### src/lsoc_pkg.sv
// package: register map, field positions, reset values and timing for the 32k osc control block
package lsoc_pkg;
    // register indices on the plain register port
    localparam logic [3:0] ADDR_INT_CTRL  = 4'h0;
    localparam logic [3:0] ADDR_INT_TRIM  = 4'h1;
    localparam logic [3:0] ADDR_EXT_CTRL  = 4'h2;
    localparam logic [3:0] ADDR_EVT_CTRL  = 4'h3;
    localparam logic [3:0] ADDR_CFD_CTRL  = 4'h4;
    localparam logic [3:0] ADDR_STATUS    = 4'h5;
    // int/ext control field positions
    localparam int BIT_ENABLE   = 1;
    localparam int BIT_XTAL_SEL = 2;
    localparam int BIT_OUT_32K_ENABLE    = 3;
    localparam int BIT_OUT_1K_ENABLE     = 4;
    localparam int BIT_RUNSTBY  = 6;
    localparam int BIT_ONREQ    = 7;
    // event control and fail detector control fields
    localparam int BIT_FAIL_EO  = 0;
    localparam int BIT_CFD_EN   = 0;
    localparam int BIT_SWBACK   = 1;
    // status fields
    localparam int BIT_INT_RDY  = 0;
    localparam int BIT_EXT_RDY  = 1;
    localparam int BIT_CLK_FAIL = 2;
    localparam int BIT_SAFE_CLK = 3;
    // reset values
    localparam logic [7:0] RST_CTRL = 8'h00;
    localparam logic [6:0] RST_TRIM = 7'h40;
    // timing
    localparam int CLK_MHZ           = 200;
    localparam int STARTUP_US        = 20;
    localparam int STARTUP_CYC       = STARTUP_US * CLK_MHZ;
    localparam int COMMIT_CYC        = 4;
    localparam int DIV_32K           = 6104;
    localparam int DIV_1K            = 32;
    localparam int FAIL_TIMEOUT_CYC  = 64;
    // cpu power modes
    typedef enum logic [1:0] {
        LSOC_MODE_ACTIVE  = 2'b00,
        LSOC_MODE_IDLE    = 2'b01,
        LSOC_MODE_STANDBY = 2'b11
    } lsoc_mode_e;
endpackage

### src/lsoc_osc_core.sv
// oscillator run model: start-up count, trim commit and 32k/1k tick generation
`timescale 1ns/1ps
module lsoc_osc_core #(
    parameter int STARTUP_CYC = lsoc_pkg::STARTUP_CYC,
    parameter int DIV_32K     = lsoc_pkg::DIV_32K
) (
    input  wire logic       ref_clk_in,
    input  wire logic       rst_b_in,
    input  wire logic       run_in,
    input  wire logic       trim_load_in,
    input  wire logic [6:0] trim_in,
    output logic            ready_out,
    output logic [6:0]      trim_out,
    output logic            tick_32k_out,
    output logic            tick_1k_out
);
    logic [15:0] start_cnt_reg;
    logic [2:0]  commit_cnt_reg;
    logic [15:0] div_reg;
    logic [4:0]  k_reg;

    // start-up: not ready until the count expires after each start
    always_ff @(posedge ref_clk_in) begin
        if (!rst_b_in || !run_in) begin
            start_cnt_reg <= 16'h0000;
        end else if (start_cnt_reg != 16'(STARTUP_CYC)) begin
            start_cnt_reg <= start_cnt_reg + 16'h0001;
        end
    end

    // trim reaches the oscillator only after the commit delay
    always_ff @(posedge ref_clk_in) begin
        if (!rst_b_in) begin
            commit_cnt_reg <= 3'h0;
            trim_out       <= lsoc_pkg::RST_TRIM;
        end else if (trim_load_in) begin
            commit_cnt_reg <= 3'(lsoc_pkg::COMMIT_CYC);
        end else if (commit_cnt_reg != 3'h0) begin
            commit_cnt_reg <= commit_cnt_reg - 3'h1;
            if (commit_cnt_reg == 3'h1) begin
                trim_out <= trim_in;
            end
        end
    end

    assign ready_out = run_in && (start_cnt_reg == 16'(STARTUP_CYC))
                       && (commit_cnt_reg == 3'h0) && !trim_load_in;

    // tick dividers run only while the oscillator runs
    always_ff @(posedge ref_clk_in) begin
        if (!rst_b_in || !run_in) begin
            div_reg      <= 16'h0000;
            k_reg        <= 5'h00;
            tick_32k_out <= 1'b0;
            tick_1k_out  <= 1'b0;
        end else begin
            tick_32k_out <= 1'b0;
            tick_1k_out  <= 1'b0;
            if (div_reg == 16'(DIV_32K - 1)) begin
                div_reg      <= 16'h0000;
                tick_32k_out <= 1'b1;
                k_reg        <= k_reg + 5'h01;
                if (k_reg == 5'(lsoc_pkg::DIV_1K - 1)) begin
                    tick_1k_out <= 1'b1;
                end
            end else begin
                div_reg <= div_reg + 16'h0001;
            end
        end
    end
endmodule

### src/lsoc_ctrl.sv
// low-speed 32k oscillator control: registers, run decision, outputs, pads, fail detector
//
// The implementer's own choices: strobed register access and the register offsets.
`timescale 1ns/1ps
// ----------------------------------------------------------------
// Overview of operation
// - internal oscillator off after power-on reset; enable bit starts and stops it
// - new trim reaches oscillator after the commit delay, ready held low until then; software waits for ready
// - 32.768 kHz output driven only while its enable bit is set
// - 1.024 kHz output driven only while its enable bit is set
// - enable bit clear keeps oscillator stopped in every mode
// - run decision from cpu mode, run-on-request, keep-running-in-standby
// - with run-on-request clear, internal oscillator survives every non-power-on reset
// - start-up interval after power-on or wake from stopped state
// - crystal select routes crystal pads or external clock input
// - fail event output when enabled, suppressed once on safe clock
// - fail detector wakes device; halts per external osc config and request
// ----------------------------------------------------------------
module lsoc_ctrl #(
    parameter int STARTUP_CYC = lsoc_pkg::STARTUP_CYC,
    parameter int DIV_32K     = lsoc_pkg::DIV_32K
) (
    input  wire logic       ref_clk_in,
    input  wire logic       rst_b_in,
    input  wire logic       por_in,
    input  wire logic [1:0] cpu_mode_in,
    input  wire logic       int_req_in,
    input  wire logic       ext_req_in,
    input  wire logic [3:0] reg_addr_in,
    input  wire logic [7:0] reg_wdata_in,
    input  wire logic       reg_wr_in,
    input  wire logic       reg_rd_in,
    output logic [7:0]      reg_rdata_out,
    output logic            int_clk_32k_out,
    output logic            int_clk_1k_out,
    output logic [6:0]      int_trim_out,
    input  wire logic       xtal_in_pad_in,
    output logic            xtal_out_pad_out,
    output logic            xtal_out_pad_oe_out,
    output logic            xtal_in_pad_oe_out,
    input  wire logic       ext_ready_in,
    output logic            ext_osc_run_out,
    output logic            ext_clk_32k_out,
    output logic            ext_clk_1k_out,
    output logic            fail_event_out,
    output logic            fail_wake_out,
    output logic            safe_clk_sel_out
);
    // ----------------------------------------------------------------
    // registers
    // ----------------------------------------------------------------
    logic [7:0] int_ctrl_reg;
    logic [6:0] trim_reg;
    logic [7:0] ext_ctrl_reg;
    logic       fail_eo_reg;
    logic [1:0] cfd_ctrl_reg;
    logic       trim_load;
    logic       int_ready;
    logic       int_run;
    logic       tick_32k;
    logic       tick_1k;
    logic       clk_fail_reg;
    logic [6:0] fail_cnt_reg;
    logic       ext_seen_reg;
    logic       ext_run;

    function automatic logic run_decide(input logic       en,
                                        input logic       onreq,
                                        input logic       stby,
                                        input logic [1:0] mode,
                                        input logic       req);
        logic r;
        r = 1'b0;
        if (!en) begin
            r = 1'b0;
        end else if (mode != lsoc_pkg::LSOC_MODE_STANDBY || stby) begin
            r = onreq ? req : 1'b1;
        end else begin
            r = req;
        end
        return r;
    endfunction

    // por clears every control register; other resets keep the int control bits when
    // run-on-request is clear so the oscillator skips start-up again
    always_ff @(posedge ref_clk_in) begin
        if (por_in) begin
            int_ctrl_reg <= lsoc_pkg::RST_CTRL;
        end else if (!rst_b_in) begin
            if (int_ctrl_reg[lsoc_pkg::BIT_ONREQ]) begin
                int_ctrl_reg <= lsoc_pkg::RST_CTRL;
            end
        end else if (reg_wr_in && reg_addr_in == lsoc_pkg::ADDR_INT_CTRL) begin
            int_ctrl_reg <= reg_wdata_in;
        end
    end

    always_ff @(posedge ref_clk_in) begin
        if (por_in) begin
            trim_reg <= lsoc_pkg::RST_TRIM;
        end else if (rst_b_in && trim_load) begin
            trim_reg <= reg_wdata_in[6:0];
        end
    end

    assign trim_load = reg_wr_in && reg_addr_in == lsoc_pkg::ADDR_INT_TRIM;

    always_ff @(posedge ref_clk_in) begin
        if (!rst_b_in || por_in) begin
            ext_ctrl_reg <= lsoc_pkg::RST_CTRL;
            fail_eo_reg  <= 1'b0;
            cfd_ctrl_reg <= 2'b00;
        end else if (reg_wr_in) begin
            if (reg_addr_in == lsoc_pkg::ADDR_EXT_CTRL) begin
                ext_ctrl_reg <= reg_wdata_in;
            end else if (reg_addr_in == lsoc_pkg::ADDR_EVT_CTRL) begin
                fail_eo_reg <= reg_wdata_in[lsoc_pkg::BIT_FAIL_EO];
            end else if (reg_addr_in == lsoc_pkg::ADDR_CFD_CTRL) begin
                cfd_ctrl_reg <= reg_wdata_in[1:0];
            end
        end
    end

    // ----------------------------------------------------------------
    // internal oscillator
    // ----------------------------------------------------------------
    assign int_run = run_decide(int_ctrl_reg[lsoc_pkg::BIT_ENABLE],
                                int_ctrl_reg[lsoc_pkg::BIT_ONREQ],
                                int_ctrl_reg[lsoc_pkg::BIT_RUNSTBY],
                                cpu_mode_in, int_req_in);

    lsoc_osc_core #(
        .STARTUP_CYC (STARTUP_CYC),
        .DIV_32K     (DIV_32K)
    ) u_core (
        .ref_clk_in   (ref_clk_in),
        .rst_b_in     (!por_in),
        .run_in       (int_run),
        .trim_load_in (trim_load),
        .trim_in      (trim_reg),
        .ready_out    (int_ready),
        .trim_out     (int_trim_out),
        .tick_32k_out (tick_32k),
        .tick_1k_out  (tick_1k)
    );
    // core ready covers start-up (rule 8) and trim commit (rule 2)

    always_ff @(posedge ref_clk_in) begin
        if (!rst_b_in) begin
            int_clk_32k_out <= 1'b0;
            int_clk_1k_out  <= 1'b0;
        end else begin
            int_clk_32k_out <= tick_32k && int_ready && int_ctrl_reg[lsoc_pkg::BIT_OUT_32K_ENABLE];
            int_clk_1k_out  <= tick_1k && int_ready && int_ctrl_reg[lsoc_pkg::BIT_OUT_1K_ENABLE];
        end
    end

    // ----------------------------------------------------------------
    // external oscillator pads and outputs
    // ----------------------------------------------------------------
    assign ext_run = run_decide(ext_ctrl_reg[lsoc_pkg::BIT_ENABLE],
                                ext_ctrl_reg[lsoc_pkg::BIT_ONREQ],
                                ext_ctrl_reg[lsoc_pkg::BIT_RUNSTBY],
                                cpu_mode_in, ext_req_in);

    // crystal drives the output pad only in crystal mode; else it is free gpio
    always_ff @(posedge ref_clk_in) begin
        if (!rst_b_in) begin
            ext_osc_run_out     <= 1'b0;
            xtal_out_pad_oe_out <= 1'b0;
            xtal_out_pad_out    <= 1'b0;
            xtal_in_pad_oe_out  <= 1'b0;
            ext_seen_reg        <= 1'b0;
        end else begin
            ext_osc_run_out     <= ext_run;
            xtal_out_pad_oe_out <= ext_run && ext_ctrl_reg[lsoc_pkg::BIT_XTAL_SEL];
            xtal_out_pad_out    <= !xtal_in_pad_in;
            xtal_in_pad_oe_out  <= 1'b0;
            ext_seen_reg        <= xtal_in_pad_in;
        end
    end

    always_ff @(posedge ref_clk_in) begin
        if (!rst_b_in) begin
            ext_clk_32k_out <= 1'b0;
            ext_clk_1k_out  <= 1'b0;
        end else begin
            ext_clk_32k_out <= ext_run && ext_ready_in && xtal_in_pad_in && !ext_seen_reg
                               && ext_ctrl_reg[lsoc_pkg::BIT_OUT_32K_ENABLE];
            ext_clk_1k_out  <= ext_run && ext_ready_in && tick_1k
                               && ext_ctrl_reg[lsoc_pkg::BIT_OUT_1K_ENABLE];
        end
    end

    // ----------------------------------------------------------------
    // clock failure detector
    // ----------------------------------------------------------------
    // no pad edge within the timeout while running means a dead clock;
    // halts with the external oscillator so sleep does not look like failure
    always_ff @(posedge ref_clk_in) begin
        if (!rst_b_in || !cfd_ctrl_reg[lsoc_pkg::BIT_CFD_EN] || !ext_run
            || !ext_ready_in) begin
            fail_cnt_reg <= 7'h00;
        end else if (xtal_in_pad_in != ext_seen_reg) begin
            fail_cnt_reg <= 7'h00;
        end else if (fail_cnt_reg != 7'(lsoc_pkg::FAIL_TIMEOUT_CYC)) begin
            fail_cnt_reg <= fail_cnt_reg + 7'h01;
        end
    end

    always_ff @(posedge ref_clk_in) begin
        if (!rst_b_in) begin
            clk_fail_reg     <= 1'b0;
            safe_clk_sel_out <= 1'b0;
            fail_event_out   <= 1'b0;
            fail_wake_out    <= 1'b0;
        end else begin
            clk_fail_reg   <= fail_cnt_reg == 7'(lsoc_pkg::FAIL_TIMEOUT_CYC);
            fail_wake_out  <= fail_cnt_reg == 7'(lsoc_pkg::FAIL_TIMEOUT_CYC)
                              && !clk_fail_reg;
            // switch to safe clock one cycle after the failure shows
            if (clk_fail_reg) begin
                safe_clk_sel_out <= 1'b1;
            end else if (cfd_ctrl_reg[lsoc_pkg::BIT_SWBACK]) begin
                safe_clk_sel_out <= 1'b0;
            end
            fail_event_out <= fail_eo_reg && clk_fail_reg && !safe_clk_sel_out;
        end
    end

    // ----------------------------------------------------------------
    // register read port
    // ----------------------------------------------------------------
    always_ff @(posedge ref_clk_in) begin
        if (!rst_b_in) begin
            reg_rdata_out <= 8'h00;
        end else if (reg_rd_in) begin
            if (reg_addr_in == lsoc_pkg::ADDR_INT_CTRL) begin
                reg_rdata_out <= int_ctrl_reg;
            end else if (reg_addr_in == lsoc_pkg::ADDR_INT_TRIM) begin
                reg_rdata_out <= {1'b0, trim_reg};
            end else if (reg_addr_in == lsoc_pkg::ADDR_EXT_CTRL) begin
                reg_rdata_out <= ext_ctrl_reg;
            end else if (reg_addr_in == lsoc_pkg::ADDR_EVT_CTRL) begin
                reg_rdata_out <= {7'h00, fail_eo_reg};
            end else if (reg_addr_in == lsoc_pkg::ADDR_CFD_CTRL) begin
                reg_rdata_out <= {6'h00, cfd_ctrl_reg};
            end else if (reg_addr_in == lsoc_pkg::ADDR_STATUS) begin
                reg_rdata_out <= {4'h0, safe_clk_sel_out, clk_fail_reg,
                                  ext_ready_in, int_ready};
            end else begin
                reg_rdata_out <= 8'h00;
            end
        end else begin
            reg_rdata_out <= 8'h00;
        end
    end
endmodule

### config.mk
export PLATFORM = sky130hd
export DESIGN_NAME = lsoc_ctrl
export DESIGN_NICKNAME = d
export VERILOG_FILES = /design/src/lsoc_pkg.sv /design/src/lsoc_osc_core.sv /design/src/lsoc_ctrl.sv
export SDC_FILE = /design/constraint.sdc
export NUM_CORES = 1
export LEC_CHECK = 0
export BUFFER_PORTS_ARGS = -buffer_cell sky130_fd_sc_hd__buf_4
export CAP_MARGIN = 20
export CELL_PAD_IN_SITES_DETAIL_PLACEMENT = 1
export CELL_PAD_IN_SITES_GLOBAL_PLACEMENT = 2
export CORE_ASPECT_RATIO = 1.5
export CORE_MARGIN = 3
export CORE_UTILIZATION = 32
export CTS_CLUSTER_SIZE = 25
export DETAILED_ROUTE_END_ITERATION = 12
export MAX_ROUTING_LAYER = met4
export PLACE_DENSITY_LB_ADDON = 0.1
export SLEW_MARGIN = 20
export SYNTH_ARGS = -nofsm -noshare
export SYNTH_HDL_FRONTEND = slang
export SYNTH_SLANG_ARGS = --single-unit
### constraint.sdc
create_clock -name ref_clk_in -period 2.3 [get_ports ref_clk_in]
set_input_delay 0.69 -clock ref_clk_in [delete_from_list [all_inputs] [get_ports ref_clk_in]]
set_output_delay 0.69 -clock ref_clk_in [all_outputs]
set_load 0.01 [all_outputs]
==> flow_metrics.py <==
metrics = {
    "critical_path": {
        "worst-endpoint-required_ps": 2570,
        "startpoint_type": "register",
        "crit_end": "u_core.k_reg[2]",
        "crit_start": "u_core.div_reg[13]",
        "r2r_start": "u_core.div_reg[13]",
        "reg2reg_depth": 4,
        "reg2reg_slack_ps": 180,
        "crit_path_end_kind": "register",
        "r2r_end": "u_core.k_reg[2]",
        "cp_data_arrival_time_ps": 2400,
        "crit_fanout": 10,
        "worstSetupPathType": "register to register",
    },
    "detailed_routing": {
        "final_antenna_net_count": 0,
        "post_drt_wl_per_cell_um": 17.0,
        "met3_length_um": 344,
        "vias": 3729,
        "drc": 0,
        "route.met2.wl_mm": 6.77,
        "drt_first_pass_iters": 4,
        "via_per_inst": 5.15,
        "first_iter_violations": 76,
        "drt_wl_total_mm": 12.3,
        "met1_length_mm": 4.95,
        "top_layer_used": "met4",
    },
    "timing": {
        "finalCritPeriodShare_pct": 92.4,
        "final.setup.tns_ps": 0,
        "slew_violations": 0,
        "max_slew_margin_pct": 64.7,
        "hold_slack_ps": 455,
        "clock.fmax_mhz": 471,
        "finalCriticalPeriod_ps": 2120,
        "rsz0062_at_grt": "false",
        "setup_slack_ps": 175,
        "hold_viol": 0,
        "setup_viol": 0,
        "worst_pin_slew_ps": 527,
        "clock_skew_ps": 11.4,
    },
    "placement": {
        "place_ws_ps": 171,
        "hpwl_mm": 9.37,
        "io_buffers": 47,
        "place_congestion": 0.781,
    },
    "global_routing": {
        "antenna_found_initial": 0,
        "grt_max_degree": 23,
        "overflow": 0,
        "first_global_vias": 3867,
        "track_usage_pct": 17.5,
        "grt_pass1_wl_mm": 20.1,
    },
    "cts": {
        "ctsResizeCount": 0,
        "clock_path_buffers": 2,
        "clk_pin_slew_worst_paths_ps": 70,
        "cts_tree": "built",
        "hold_buffers": 0,
        "clkLatencyLatePin_ps": 350,
        "htree_levels": 3,
        "cts-root-buf": "clkbuf_16",
        "clkSinkCount": 102,
        "post_cts_buffers": 0,
        "cts_buffers": 9,
    },
    "synthesis": {
        "yosysMostFrequentCell": "dfxtp_1",
        "yosysWarnings": 0,
        "ys_seq_area_share_pct": 46.6,
        "synth_cell_types": 49,
        "synth_fp_nets": 543,
        "synth.largest_area_cell": "dfxtp_1",
        "synth_top_area_share_pct": 46.6,
        "synth_area_leaders": "dfxtp_1 47%, nor2_1 5.7%, nand3_1 5.4%, a21oi_1 4.2%, xnor2_1 4.0%",
        "synthArstFlopShare_pct": 0,
        "synth-main-ff-cell": "dfxtp_1",
        "synthCells": 509,
        "netlist_top_cells_count": "102 x dfxtp_1, 66 x nor2_1, 47 x nand3_1",
        "syn_avg_cell_area_um2": 8.61,
        "synth.cell_area_um2": 4380,
        "synth_edf_count": 0,
        "ys_seq_elements": 102,
    },
    "pwr": {
        "powerDensity_nw_per_um2": 666,
        "leakage_nw": 1.92,
        "ir_drop_uv": 312,
        "power_mw": 3.49,
    },
    "final_layout": {
        "areaGrowthSynthToFinish_pct": 19.4,
        "final_layout_size_suffix_gt1_share_pct": 14.9,
        "antennaDiodeCount": 0,
        "nets": 594,
        "fin_util_pct": 39.6,
    },
    "run": {
        "max_cap_viol_count": 0,
    },
    "worst_hold_path": {
        "hold_path_class": "register to register",
    },
    "status": {
        "outcome": "finished clean",
    },
    "floorplan": {
        "start_util_pct": 33.2,
        "io_pins": 49,
        "num_rows": 51,
        "die_h_um": 149,
        "die-width_um": 102,
        "core_area_um2": 13200,
        "die_area_um2": 15200,
    },
}
[layout by cell type, fill, tap and decap left out, drive strengths merged, types with 4 or more instances in the layout]
cell | synthesis | layout
dfxtp | 102 | 102
nor2 | 66 | 66
buf | 5 | 62
nand3 | 47 | 47
nand2 | 46 | 46
a21oi | 37 | 37
inv | 19 | 21
xnor2 | 20 | 20
mux2i | 17 | 17
nor3 | 14 | 14
xor2 | 13 | 13
nand4 | 11 | 11
o21ai | 11 | 11
ha | 11 | 11
clkbuf | 17 | 10
and3 | 9 | 9
nor4 | 9 | 9
nor2b | 7 | 7
and2 | 4 | 4
and4 | 4 | 4
[report_power, final]
part           switching (mW)  total [mW]  leakage, nW  internal [mW]
clock network           0.690        1.43        0.129          0.743
logic                   0.153       0.259        0.968          0.106
registers              0.0134        1.80        0.823           1.78
[worst max-delay path: stages, from the launching register on]
cell and delay (ps):
dfxtp_1 340, or4b_1 550, or4_4 600, or4_1 420, a21oi_1 160
[kinds of logic (layout without fill, tap and decap cells)]
family,count (synthesis),after routing,synth area share (%)
buffers and inverters,41,97,3.80
other,1,1,0.0855
xor gates and xnor gates,33,33,6.59
AOI/OAI and AO/OA,65,65,8.76
muxes,17,17,3.88
DFF,102,102,46.6
adders and majority gates,11,11,3.14
and+or+nand+nor,239,239,27.2
[how the worst min path moves through the flow]
stage | start | endpoint | slack, ps | cells past startpoint
6_report | ext_ctrl_reg[0] | ext_ctrl_reg[0] | 450 | 2
5_1_grt | ext_ctrl_reg[0] | ext_ctrl_reg[0] | 500 | 2
4_1_cts | ext_ctrl_reg[0] | ext_ctrl_reg[0] | 460 | 2
3_5_place_dp | ext_ctrl_reg[0] | ext_ctrl_reg[0] | 450 | 2
3_3_place_gp | ext_ctrl_reg[0] | ext_ctrl_reg[0] | 440 | 2
2_1_floorplan | ext_ctrl_reg[0] | ext_ctrl_reg[0] | 430 | 2
[per-stage QoR]
stage,std cells,instance area (um^2)
after detailed placement,708,4960
after CTS,724,5240
final,724,5240
after global routing,724,5240
after floorplan,509,4380
after global placement,708,4960
[area by class of cell]
type / instances / area [um^2]
Clock buffer: 10 / 229
Clock inverter: 6 / 46.3
Fill cell: 1595 / 7970
Inverter: 19 / 71.3
Multi-Input combinational cell: 366 / 2180
Sequential cell: 102 / 2040
Tap cell: 159 / 199
Timing Repair Buffer: 62 / 465
[per-layer routing]
| metal | up-vias | track usage, % |
|---|---|---|
| met2 | 43 | 31.8 |
| met5 | - | - |
| met1 | 1805 | 19.2 |
| met4 | 0 | 5.52 |
| li1 | 1866 | - |
| met3 | 15 | 2.90 |
(Power assumes the default switching activity.)
